`src/csoi_pkg.sv`:
```
// constants and types of the core status, option and interrupt register group
// Overview of operation
// bank select 00 picks lower 128-byte data bank, 01 picks upper bank
// software keeps upper direct and indirect bank select bits cleared
// timeout_n reads 1 after power-up, watchdog clear, sleep; 0 after time-out
// powerdown_n set at power-up or watchdog clear, cleared by sleep
// zero flag set on zero arithmetic or logic result, else cleared
// digit carry captures carry out of bit 3; inverted borrow on subtract
// carry captures carry out of msb; subtract adds two's complement
// rotates load carry with the source bit shifted out
// pull-up disable 1 turns off all port B pull-ups, else per latch
// external pin interrupt on rising edge when edge select 1, else falling
// timer0 counts pin transitions when source bit 1, else instruction cycles
// external mode: increment on falling edge when source edge 1, else rising
// prescaler goes to watchdog when assign bit 1, else to timer0
// rate field: timer0 1:2 to 1:256, watchdog 1:1 to 1:128
// software assigns prescaler to watchdog for undivided timer0 count
// flags set on their condition regardless of enables; software clears first
// global enable 1 allows unmasked interrupts, 0 blocks all
// peripheral enable must be 1 for any peripheral interrupt
// control word: enables bits 5..3, flags bits 2..0; software clears flags
// peripheral enable word bits 6,3..0; bits 7,5,4 read 0
// flag-altering instruction to status discards written flag bits
// status and control word reachable at same offset in either bank
// request when flag and enable and global enable; peripherals need peripheral enable
package csoi_pkg;

  localparam logic [7:0] STATUS_OFS  = 8'h03;
  localparam logic [7:0] IRQCTL_OFS  = 8'h0b;
  localparam logic [7:0] OPTION_OFS  = 8'h81;
  localparam logic [7:0] PIE_OFS     = 8'h8c;
  localparam logic [6:0] BANK_MASK   = 7'h7f;

  localparam logic [7:0] STATUS_RST  = 8'h18;
  localparam logic [7:0] IRQCTL_RST  = 8'h00;
  localparam logic [7:0] OPTION_RST  = 8'hff;
  localparam logic [7:0] PIE_RST     = 8'h00;
  localparam logic [7:0] PIE_MASK    = 8'h4f;

  localparam int GLOBAL_EN_BIT = 7;
  localparam int PERIPH_EN_BIT = 6;
  localparam int EN_LSB        = 3;
  localparam int EN_MSB        = 5;
  localparam int FL_LSB        = 0;
  localparam int FL_MSB        = 2;
  localparam int T0_FLAG       = 2;
  localparam int EXT_FLAG      = 1;
  localparam int PC_FLAG       = 0;
  localparam int NIBBLE_MSB    = 3;

  typedef enum logic [2:0] {
    ALU_NONE,
    ALU_ADD,
    ALU_SUB,
    ALU_LOGIC,
    ALU_ROTL,
    ALU_ROTR
  } csoi_alu_e;

  typedef enum logic [2:0] {
    SEL_NONE,
    SEL_STATUS,
    SEL_IRQCTL,
    SEL_OPTION,
    SEL_PIE
  } csoi_sel_e;

  typedef struct packed {
    logic indirectBankSelect;
    logic directBankSelectHi;
    logic directBankSelectLo;
    logic timeoutStatusN;
    logic powerdownStatusN;
    logic zeroFlag;
    logic digitCarryFlag;
    logic carryFlag;
  } csoi_status_s;

  typedef struct packed {
    logic       portbPullupDisable;
    logic       extIrqEdgeSelect;
    logic       timer0ClockSource;
    logic       timer0SourceEdge;
    logic       prescalerAssign;
    logic [2:0] prescalerRate;
  } csoi_option_s;

endpackage

```
`src/csoi_regs.sv`:
```
// core status, option and interrupt control register group
`timescale 1ns/1ps
module csoi_regs
(
  // clock and reset
  input  wire logic                clk,
  input  wire logic                reset_n,
  // register access from instruction execution
  input  wire logic [6:0]          regAddr,
  input  wire logic                regWrEn,
  input  wire logic [7:0]          regWrData,
  output logic      [7:0]          regRdData,
  output logic      [7:0]          dataAddr,
  // alu flag update
  input  csoi_pkg::csoi_alu_e      aluOp,
  input  wire logic [7:0]          aluOperandF,
  input  wire logic [7:0]          aluOperandW,
  input  wire logic [7:0]          aluLogicResult,
  // power and watchdog events
  input  wire logic                watchdogClearInstruction,
  input  wire logic                sleepInstruction,
  input  wire logic                watchdogTimeout,
  input  wire logic                watchdogOscTick,
  output logic                     watchdogTick,
  // pins and peripheral events
  input  wire logic                extInterruptPin,
  input  wire logic                timer0ClockPin,
  input  wire logic                instrCycleTick,
  input  wire logic                portChangeEvent,
  input  wire logic [7:0]          portbLatch,
  input  wire logic [7:0]          periphFlags,
  output logic      [7:0]          portbPullupOn,
  output logic      [7:0]          timer0Count,
  // status and interrupt request
  output csoi_pkg::csoi_status_s   statusWord,
  output logic                     irqRequest
);

  // ------------------------------------------------------------
  // address decode
  // ------------------------------------------------------------
  function automatic csoi_pkg::csoi_sel_e regSel(input logic [7:0] a);
    csoi_pkg::csoi_sel_e s;
    s = csoi_pkg::SEL_NONE;
    if (a[6:0] == csoi_pkg::STATUS_OFS[6:0])
      s = csoi_pkg::SEL_STATUS;
    else if (a[6:0] == csoi_pkg::IRQCTL_OFS[6:0])
      s = csoi_pkg::SEL_IRQCTL;
    else if (a == csoi_pkg::OPTION_OFS)
      s = csoi_pkg::SEL_OPTION;
    else if (a == csoi_pkg::PIE_OFS)
      s = csoi_pkg::SEL_PIE;
    return s;
  endfunction

  // ------------------------------------------------------------
  // state
  // ------------------------------------------------------------
  csoi_pkg::csoi_status_s status_q, status_d;
  csoi_pkg::csoi_option_s option_q, option_d;
  csoi_pkg::csoi_status_s wrStatus;
  logic [7:0] interrupt_control_word_q, interrupt_control_word_d;
  logic [7:0] pie_q, pie_d;
  logic [7:0] rdData_q, rdData_d;
  logic [7:0] dataAddr_q, dataAddr_d;
  logic [7:0] pullup_q, pullup_d;
  logic [7:0] tmr_q, tmr_d;
  logic [7:0] presc_q, presc_d;
  logic       wdogTick_q, wdogTick_d;
  logic       irq_q, irq_d;
  logic [1:0] extSync_q, extSync_d;
  logic [1:0] t0Sync_q, t0Sync_d;
  logic       extPrev_q, extPrev_d;
  logic       t0Prev_q, t0Prev_d;

  logic [7:0]          fullAddr;
  csoi_pkg::csoi_sel_e sel;
  logic [8:0]          sum;
  logic [4:0]          nib;
  logic                flagsTouched;
  logic                extEdge;
  logic                t0Edge;
  logic                srcTick;
  logic                prescTick;
  logic [7:0]          rateMask;
  logic [7:0]          pullupRaw;

  assign fullAddr = {status_q.directBankSelectLo, regAddr};
  assign sel      = regSel(fullAddr);
  assign wrStatus = regWrData;

  // ------------------------------------------------------------
  // pull-up per pin
  // ------------------------------------------------------------
  genvar g;
  generate
    for (g = 0; g < 8; g++)
    begin : gPull
      assign pullupRaw[g] = ~option_q.portbPullupDisable & portbLatch[g];
    end
  endgenerate

  // ------------------------------------------------------------
  // next-state logic
  // ------------------------------------------------------------
  always_comb
  begin
    status_d   = status_q;
    option_d   = option_q;
    interrupt_control_word_d   = interrupt_control_word_q;
    pie_d      = pie_q;
    tmr_d      = tmr_q;
    presc_d    = presc_q;
    wdogTick_d = 1'b0;
    extSync_d  = {extSync_q[0], extInterruptPin};
    t0Sync_d   = {t0Sync_q[0], timer0ClockPin};
    extPrev_d  = extSync_q[1];
    t0Prev_d   = t0Sync_q[1];
    dataAddr_d = fullAddr;
    pullup_d   = pullupRaw;

    // alu carry paths
    sum = 9'h000;
    nib = 5'h00;
    case (aluOp)
      csoi_pkg::ALU_ADD:
      begin
        sum = {1'b0, aluOperandF} + {1'b0, aluOperandW};
        nib = {1'b0, aluOperandF[3:0]} + {1'b0, aluOperandW[3:0]};
      end
      csoi_pkg::ALU_SUB:
      begin
        sum = {1'b0, aluOperandF} + {1'b0, ~aluOperandW} + 9'h001;
        nib = {1'b0, aluOperandF[3:0]} + {1'b0, ~aluOperandW[3:0]} + 5'h01;
      end
      default:
      begin
        sum = 9'h000;
        nib = 5'h00;
      end
    endcase
    flagsTouched = (aluOp != csoi_pkg::ALU_NONE);

    // software write
    if (regWrEn)
    begin
      case (sel)
        csoi_pkg::SEL_STATUS:
        begin
          status_d.indirectBankSelect = wrStatus.indirectBankSelect;
          status_d.directBankSelectHi = wrStatus.directBankSelectHi;
          status_d.directBankSelectLo = wrStatus.directBankSelectLo;
          if (!flagsTouched)
          begin
            status_d.zeroFlag       = wrStatus.zeroFlag;
            status_d.digitCarryFlag = wrStatus.digitCarryFlag;
            status_d.carryFlag      = wrStatus.carryFlag;
          end
        end
        csoi_pkg::SEL_IRQCTL: interrupt_control_word_d = regWrData;
        csoi_pkg::SEL_OPTION: option_d = regWrData;
        csoi_pkg::SEL_PIE:    pie_d = regWrData & csoi_pkg::PIE_MASK;
        default:              interrupt_control_word_d = interrupt_control_word_q;
      endcase
    end

    // alu flag update
    case (aluOp)
      csoi_pkg::ALU_ADD, csoi_pkg::ALU_SUB:
      begin
        status_d.zeroFlag       = (sum[7:0] == 8'h00);
        status_d.digitCarryFlag = nib[csoi_pkg::NIBBLE_MSB + 1];
        status_d.carryFlag      = sum[8];
      end
      csoi_pkg::ALU_LOGIC: status_d.zeroFlag = (aluLogicResult == 8'h00);
      csoi_pkg::ALU_ROTL:  status_d.carryFlag = aluOperandF[7];
      csoi_pkg::ALU_ROTR:  status_d.carryFlag = aluOperandF[0];
      default:             status_d.carryFlag = status_d.carryFlag;
    endcase

    // power and watchdog status
    if (watchdogTimeout)
      status_d.timeoutStatusN = 1'b0;
    else if (watchdogClearInstruction || sleepInstruction)
      status_d.timeoutStatusN = 1'b1;
    if (watchdogClearInstruction)
      status_d.powerdownStatusN = 1'b1;
    else if (sleepInstruction)
      status_d.powerdownStatusN = 1'b0;

    // timer0 source and prescaler
    extEdge = option_q.extIrqEdgeSelect ? (extSync_q[1] & ~extPrev_q)
                                        : (~extSync_q[1] & extPrev_q);
    t0Edge  = option_q.timer0SourceEdge ? (~t0Sync_q[1] & t0Prev_q)
                                        : (t0Sync_q[1] & ~t0Prev_q);
    srcTick = option_q.timer0ClockSource ? t0Edge : instrCycleTick;
    if (option_q.prescalerAssign)
      rateMask = (8'h01 << option_q.prescalerRate) - 8'h01;
    else
      rateMask = (8'h02 << option_q.prescalerRate) - 8'h01;
    prescTick = 1'b0;
    if (option_q.prescalerAssign ? watchdogOscTick : srcTick)
    begin
      if ((presc_q & rateMask) == rateMask)
      begin
        presc_d   = 8'h00;
        prescTick = 1'b1;
      end
      else
        presc_d = presc_q + 8'h01;
    end
    if (option_q.prescalerAssign)
    begin
      wdogTick_d = prescTick;
      if (srcTick)
        tmr_d = tmr_q + 8'h01;
    end
    else
    begin
      wdogTick_d = watchdogOscTick;
      if (prescTick)
        tmr_d = tmr_q + 8'h01;
    end

    // event flags, set wins over a clearing write
    if (tmr_d == 8'h00 && tmr_q == 8'hff)
      interrupt_control_word_d[csoi_pkg::T0_FLAG] = 1'b1;
    if (extEdge)
      interrupt_control_word_d[csoi_pkg::EXT_FLAG] = 1'b1;
    if (portChangeEvent)
      interrupt_control_word_d[csoi_pkg::PC_FLAG] = 1'b1;

    // interrupt request
    irq_d = interrupt_control_word_q[csoi_pkg::GLOBAL_EN_BIT] &
            ((|(interrupt_control_word_q[csoi_pkg::EN_MSB:csoi_pkg::EN_LSB] & interrupt_control_word_q[csoi_pkg::FL_MSB:csoi_pkg::FL_LSB])) |
             (interrupt_control_word_q[csoi_pkg::PERIPH_EN_BIT] & (|(pie_q & periphFlags))));

    // read back
    case (sel)
      csoi_pkg::SEL_STATUS: rdData_d = status_q;
      csoi_pkg::SEL_IRQCTL: rdData_d = interrupt_control_word_q;
      csoi_pkg::SEL_OPTION: rdData_d = option_q;
      csoi_pkg::SEL_PIE:    rdData_d = pie_q & csoi_pkg::PIE_MASK;
      default:              rdData_d = 8'h00;
    endcase
  end

  // ------------------------------------------------------------
  // registers
  // ------------------------------------------------------------
  always_ff @(posedge clk)
  begin
    if (!reset_n)
    begin
      status_q   <= csoi_pkg::STATUS_RST;
      option_q   <= csoi_pkg::OPTION_RST;
      interrupt_control_word_q   <= csoi_pkg::IRQCTL_RST;
      pie_q      <= csoi_pkg::PIE_RST;
      rdData_q   <= 8'h00;
      dataAddr_q <= 8'h00;
      pullup_q   <= 8'h00;
      tmr_q      <= 8'h00;
      presc_q    <= 8'h00;
      wdogTick_q <= 1'b0;
      irq_q      <= 1'b0;
      extSync_q  <= 2'b00;
      t0Sync_q   <= 2'b00;
      extPrev_q  <= 1'b0;
      t0Prev_q   <= 1'b0;
    end
    else
    begin
      status_q   <= status_d;
      option_q   <= option_d;
      interrupt_control_word_q   <= interrupt_control_word_d;
      pie_q      <= pie_d;
      rdData_q   <= rdData_d;
      dataAddr_q <= dataAddr_d;
      pullup_q   <= pullup_d;
      tmr_q      <= tmr_d;
      presc_q    <= presc_d;
      wdogTick_q <= wdogTick_d;
      irq_q      <= irq_d;
      extSync_q  <= extSync_d;
      t0Sync_q   <= t0Sync_d;
      extPrev_q  <= extPrev_d;
      t0Prev_q   <= t0Prev_d;
    end
  end

  // ------------------------------------------------------------
  // outputs
  // ------------------------------------------------------------
  assign regRdData     = rdData_q;
  assign dataAddr      = dataAddr_q;
  assign watchdogTick  = wdogTick_q;
  assign portbPullupOn = pullup_q;
  assign timer0Count   = tmr_q;
  assign statusWord    = status_q;
  assign irqRequest    = irq_q;

endmodule

```
`config.mk`:
```
export PLATFORM = sky130hd
export DESIGN_NAME = csoi_regs
export DESIGN_NICKNAME = d
export VERILOG_FILES = /design/src/csoi_pkg.sv /design/src/csoi_regs.sv
export SDC_FILE = /design/constraint.sdc
export NUM_CORES = 1
export LEC_CHECK = 0
export ABC_AREA = 1
export BUFFER_PORTS_ARGS = -buffer_cell sky130_fd_sc_hd__buf_2
export CAP_MARGIN = 20
export CORE_MARGIN = 2
export CORE_UTILIZATION = 35
export DETAILED_ROUTE_END_ITERATION = 8
export GPL_TIMING_DRIVEN = 0
export PLACE_DENSITY = 0.67
export REMOVE_ABC_BUFFERS = 1
export SYNTH_ARGS = -nofsm -noshare
export SYNTH_HDL_FRONTEND = slang
export SYNTH_SLANG_ARGS = --single-unit
```
`constraint.sdc`:
```
create_clock -name clk -period 2.6 [get_ports clk]
set_input_delay 0.13 -clock clk [delete_from_list [all_inputs] [get_ports clk]]
set_output_delay 0.13 -clock clk [all_outputs]
set_load 0.01 [all_outputs]
```
Word-level counts from Yosys, hierarchy flattened

Index checks and enable logic that the tools add are counted.

Add/subtract/negate cells: 10
Eq/ne operators: 18
Shift operators: 2
Muxes and demuxes: 32
Bitwise gates (word level): 26
Reductions and logical operators: 33

Operators by type and width:

| cell                                              | number |
|---|---|
| two-way mux 8 bit                                 | 5 |
| one-hot mux 8 bit (4 select lines)                | 1 |
| two-way mux 3 bit                                 | 9 |
| == test 8 bit (second input constant)             | 3 |
| zero test 8 bit                                   | 3 |
| adder 8 x 8 -> 9 bit                              | 2 |
| one-hot mux 9 bit (2 select lines)                | 1 |
| nonzero test 2 bit                                | 9 |
| adder 8 x 1 -> 8 bit (second input constant)      | 2 |
| subtractor 8 x 1 -> 8 bit (second input constant) | 2 |
| AND 1 bit                                         | 14 |
| AND reduction 2 bit                               | 7 |
| two-way mux 1 bit                                 | 13 |
| == test 3 x 2 -> 1 bit (second input constant)    | 4 |
| adder 4 x 4 -> 5 bit                              | 2 |
| one-hot mux 5 bit (2 select lines)                | 1 |
| adder 9 x 1 -> 9 bit (second input constant)      | 1 |
| == test 3 bit (second input constant)             | 3 |
| AND reduction 3 bit                               | 3 |
| nonzero test 3 bit                                | 3 |
| AND 7 x 8 -> 8 bit                                | 1 |
| AND 8 bit                                         | 1 |
| == test 8 bit                                     | 1 |
| inverter 8 bit                                    | 1 |
| other kinds (21)                                  | 29 |

Register bits: 77
Bits of input ports: 69
Output and inout port bits: 42
Logic and storage cells: 151

Logic depth before layout (Yosys ltp)

Word-level depth: 13
Depth in mapped cells: 22

Worst setup path after synthesis

Ideal clock, no wire load.

Path kind: reg2reg
Start point: reg option_q[0] in the netlist's numbering
End point: reg interrupt_control_word_q[2]
Data arrival time: 2108 ps
Data required time: 2469 ps
Setup slack: 362 ps
Stages on the path, launching flop included: 18
Buffers on the path: 0
Cell sequence: dfxtp_1 -> inv_1 -> ha_1 -> nand3_2 -> ha_1 -> nor2_1 -> a21oi_1 -> nand2_1 -> nor2_2 -> nand2_2 -> inv_2 -> nand3_2 -> inv_2 -> nand2_1 -> nand3_1 -> nand2_1 -> nand3_1 -> a21oi_2

Word-level cells in the longest chain between the ends: 13
Elaborated cells between the ends (all ways): 17
Classes of those cells: add/sub: 2; eq/ne: 1; shift: 2; mux: 6; bitwise: 1; reduce/logical: 5

Ends and longest elaborated chain:

| element                                                                       | RTL line                           | source |
|---|---|---|
| from (decl)                                                                   | csoi_regs.sv:60                    | `csoi_pkg::csoi_option_s option_q, option_d;` |
| from (signal assigned)                                                        | csoi_regs.sv:256                   | `option_q <= csoi_pkg::OPTION_RST;` |
| from (signal assigned)                                                        | csoi_regs.sv:274                   | `option_q <= option_d;` |
| left shift 2 x 3 -> 8 bit / left shift 1 x 3 -> 8 bit (equally long branches) | csoi_regs.sv:200, csoi_regs.sv:198 |  |
| subtractor 8 x 1 -> 8 bit, on equally long branches                           | csoi_regs.sv:200, csoi_regs.sv:198 |  |
| two-way mux 8 bit *                                                           | csoi_regs.sv:197                   | `if (option_q.prescalerAssign)` |
| AND 8 bit                                                                     | csoi_regs.sv:204                   | `if ((presc_q & rateMask) == rateMask)` |
| == test 8 bit *                                                               | csoi_regs.sv:204                   |  |
| two-way mux 1 bit *                                                           | csoi_regs.sv:204                   |  |
| two-way mux 1 bit *                                                           | csoi_regs.sv:202                   | `if (option_q.prescalerAssign ? watchdogOscTick : srcTick)` |
| two-way mux 8 bit *                                                           | csoi_regs.sv:221                   | `if (prescTick)` |
| two-way mux 8 bit *                                                           | csoi_regs.sv:212                   | `if (option_q.prescalerAssign)` |
| zero test 8 bit *                                                             | csoi_regs.sv:226                   | `if (tmr_d == 8'h00 && tmr_q == 8'hff)` |
| logical AND 1 bit *                                                           | csoi_regs.sv:226                   |  |
| nonzero test 2 bit (no source line)                                           | --                                 |  |
| AND reduction 2 bit (no source line)                                          | --                                 |  |
| to (signal assigned)                                                          | csoi_regs.sv:257                   | `interrupt_control_word_q <= csoi_pkg::IRQCTL_RST;` |
| to (signal assigned)                                                          | csoi_regs.sv:275                   | `interrupt_control_word_q <= interrupt_control_word_d;` |
| to (decl)                                                                     | csoi_regs.sv:62                    | `logic [7:0] interrupt_control_word_q, interrupt_control_word_d;` |

Every way passes the cells marked *; elsewhere a longest branch is shown, timed or not.
A chain may end at the register's enable or synchronous reset.

Worst setup path after layout

Start point: reg option_q[1] in the netlist's numbering
End point: reg interrupt_control_word_q[2]

Same word-level chain as after synthesis.

==> results.md <==
- Outcome: complete, no violations
- Multi-input gate area: 2430 sq um
- Layout fillers: 1231
- Mapped cell area: 4400 sq um
- Final Hold Fails: 0
- Clock slew at reported path FFs: 0.06 ns
- R2R depth: 15
- Final Max Slew Viols: 0
- Setup crit start kind: flip-flop
- Vias per cell: around 4.8
- Cell area after layout: 5620 sq um
- Crit path from: option_q[1]
- Hold WS: 0.0102 ns
- First-pass GRT wire length: ~18000 um
- Cell Count, Final, Fillers Out: 904
- Fin worst setup slack: 0.241 ns
- Die height: 116 um
- Die area: 13500 sq um
- Worst hold start: sleepInstruction
- ANT nets after route: 0
- GRT Total Usage: 17.3%
- Clock root cell: clkbuf_16
- Ys async rst share: 0%
- Most common cell on crit path: nand3_1
- Pre-CTS setup slack: -0.197 ns
- Post-route DRC: 0
- Yosys reg bits: 77
- Synth top area cells: dfxtp_1 35%, nand2_1 8.8%, inv_1 7.6%
- Max Fclk: 0.424 GHz
- PwrDens: approximately 510 nW/um^2
- CP max-delay cell: dfxtp_1
- Syn. warnings: 0
- Worst Hold Class: input port to flip-flop
- Final period util: 90.7%
- CTS tree: done
- Final WL: roughly 11000 um
- Reg2Reg Setup Slack: 0.24 ns
- CP endpoint kind: flip-flop
- Final nets: 823
- DRT Pass-1 Iters: 5
- Worst-Margin Slew: roughly 0.67 ns
- # IOs: 111
- Tot Pwr: 2.84 mW
- Largest net degree at the start of global routing: 37
- Top cell type's share of synthesized area: a little over a third
- Layout cell share with drive strength beyond 1: roughly a quarter
- Wire per inst: between 10 and 15 um
- Longest Clk Path Bufs: 2
- Core area: 12200 sq um
- Antenna Cells: 0
- Bufs and invs on worst path: 1
- Setup TNS: 0 ns
- Initial antenna violation count: 0
- Worst path cell trace: inv_8 > nand3_2 > ha_1 > nand2_1 > nor2_1 > nand2_1 > nand3_1 > nand3_1 > nor2_4 > nand3_1 > nand3_1 > nand2_1 > nor2_2 > nand3_2 > a21oi_2
- Setup violations, final: 0
- Die W: 116 um
- Yosys top cell by area: dfxtp_1
- RSZ-0062 raised after global routing: false
- CP delay by family, top: simple AND/OR/NAND/NOR gates
- Vias in the first global route: 3975
- Clk_skew: 0.00663 ns
- Number of port buffers: 107
- Synth cell types: 49
- Grt total ovfl: 0
- Core Util, Final: between 40 and 50%
- Sequential cell area: approximately 1500 sq um
- CP Class: flip-flop to flip-flop
- Initial cell density of the core: about 36%
- H-Tree Depth: 3
- DR iter-0 viols: 231
- RePlAce Congestion: between 0.8 and 0.9
- Synthesis-to-finish area growth: 27.6%
- Syn Area/Cell: 7.24 sq um
- R2r endpoint: interrupt_control_word_q[2]
- Crit path DAT: roughly 2.6 ns
- CP Max Fanout: 9
- Register area share after synthesis: between 30% and 40%
- Final min period: 2.36 ns
- Dpl hpwl: approximately 8400 um
- Placed instance count: 869
- Via Count: 4314
- Worst skew pair latency: ~0.34 ns
- Largest stage delay on the critical path: 0.62 ns
- Post-Synthesis Cells: 608
- Worst vdd ir: 0.339 mV
- Reg-to-Reg Start: option_q[1]
- Max-slew headroom: 55.5%
- CTS Buf Count: 9
- Main synth FF type: dfxtp_1
- Sink Count: 77
- Maxcap violations: 0
- Critical Path End: interrupt_control_word_q[2]
- Post-Place Cell Area: 5080 sq um
- Cell Rows: 40
- Post-synth EDFFs: 0
- CP required: 2.88 ns
- Static Leak: 2.74 nW
- Instance count on the critical path: 15
==> report_power, final <==
group / total, mW / switching, mW / internal (mW)
sequential: 1.22 / 0.0153 / 1.20
combinational: 0.347 / 0.198 / 0.150
clock: 1.27 / 0.521 / 0.750
total: 2.84 / 0.734 / 2.10
==> routing by layer <==
| metal | up-vias | share of wire (%) | track usage [%] | wire length, um |
|---|---|---|---|---|
| met3 | 16 | 5.7 | 3.94 | 643 |
| met4 | 0 | 1.6 | 5.63 | 180 |
| li1 | 2251 | - | - | - |
| met2 | 117 | 47 | 29.0 | 5340 |
| met1 | 1930 | 46 | 22.0 | 5210 |
| met5 | - | 0 | 0 | 0 |
==> cell usage after synthesis (2+ instances only) <==
| library cell | instances |
|---|---|
| nand2_1 | 103 |
| inv_1 | 89 |
| dfxtp_1 | 77 |
| a21oi_1 | 55 |
| nor2_1 | 55 |
| nand3_1 | 33 |
| o21ai_0 | 31 |
| ha_1 | 21 |
| xor2_1 | 16 |
| nor2_2 | 11 |
| nor3_1 | 10 |
| inv_2 | 8 |
| nand3_2 | 8 |
| nand4_1 | 8 |
| clkbuf_1 | 7 |
| a221oi_1 | 6 |
| nand2_2 | 6 |
| buf_2 | 4 |
| nor4_1 | 4 |
| o21ai_1 | 4 |
| o21bai_1 | 4 |
| o22ai_1 | 4 |
| a211oi_1 | 3 |
| o211ai_1 | 3 |
| o221ai_1 | 3 |
| a21oi_2 | 2 |
| buf_6 | 2 |
| fa_1 | 2 |
| mux2i_1 | 2 |
| nand2_4 | 2 |
| nand3b_1 | 2 |
| nor2_4 | 2 |
| nor3b_1 | 2 |
| o2111ai_1 | 2 |
| o21ai_2 | 2 |
| or2_2 | 2 |
==> registers in the layout, indices dropped and copies added (netlist names), 5 cells and up <==
register,flops
dataAddr,8
interrupt_control_word_q,8
timer0Count,8
option_q,8
portbPullupOn,8
statusWord,8
pie_q,5
presc_q,8
regRdData,8
==> cell usage in the layout, fill, tap and decap left out, types with 3 or more instances in the layout <==
cell type      instances
a211oi_1               3
a21oi_1               55
a221oi_1               6
buf_2                107
buf_4                  3
clkbuf_16              9
clkinv_4               3
clkinvlp_4             3
dfxtp_1               76
dlygate4sd3_1         15
ha_1                  20
inv_1                 88
inv_2                  7
nand2_1              103
nand2_2                6
nand3_1               32
nand3_2                8
nand4_1                8
nor2_1                55
nor2_2                10
nor2_4                 3
nor3_1                10
nor4_1                 4
o211ai_1               3
o21ai_0               31
o21ai_1                4
o21bai_1               4
o221ai_1               3
o22ai_1                4
xor2_1                16
==> kinds of logic (layout without fill, tap and decap cells) <==
family / after synthesis / in the layout / share of synthesized area, %
AND/OR/NAND/NOR: 252 / 252 / 27.6
AO/OA/AOI/OAI: 124 / 124 / 16.4
buffers and inverters: 114 / 242 / 10.5
flip-flops: 77 / 77 / 35.0
adder cells (fa/ha/maj): 23 / 23 / 6.87
XOR/XNOR: 16 / 16 / 3.18
multiplexers: 2 / 2 / 0.455
==> worst register-to-register path, delay by kind of cell, from the launching register on <==
family / cells / cell delay, ns
AND/OR/NAND/NOR: 12 / 1.23
buffers and inverters: 1 / 0.09
flip-flops: 1 / 0.62
adder cells (fa/ha/maj): 1 / 0.25
AO/OA/AOI/OAI: 1 / 0.11
==> worst min-delay path by stage <==
stage	end	slack, ns	cells past startpoint
finish	statusWord[3]	0.01	2
global placement	extSync_q[0]	0.31	3
floorplan	statusWord[4]	0.21	1
detailed placement	extSync_q[0]	0.32	3
CTS	statusWord[3]	0.004	2
global route	statusWord[3]	0.01	2
==> layout make-up <==
type                            instances  area share [%]
Tap cell                              168            3.74
Clock buffer                           10            4.08
Sequential cell                        77            27.5
Timing Repair Buffer                  126            13.1
Inverter                              100            7.10
Multi-Input combinational cell        417            43.3
Clock inverter                          6            1.27
==> timing repair <==
action | CTS | global route
gates resized for setup | 3 | 6
pin swaps | 0 | 1
buffers inserted | 1 | 2
hold buffers | 15 | 0
endpoints found under the setup margin | 5 | 6
endpoints found under the hold margin | 15 | 0
Power figures use the tool's default switching activity.
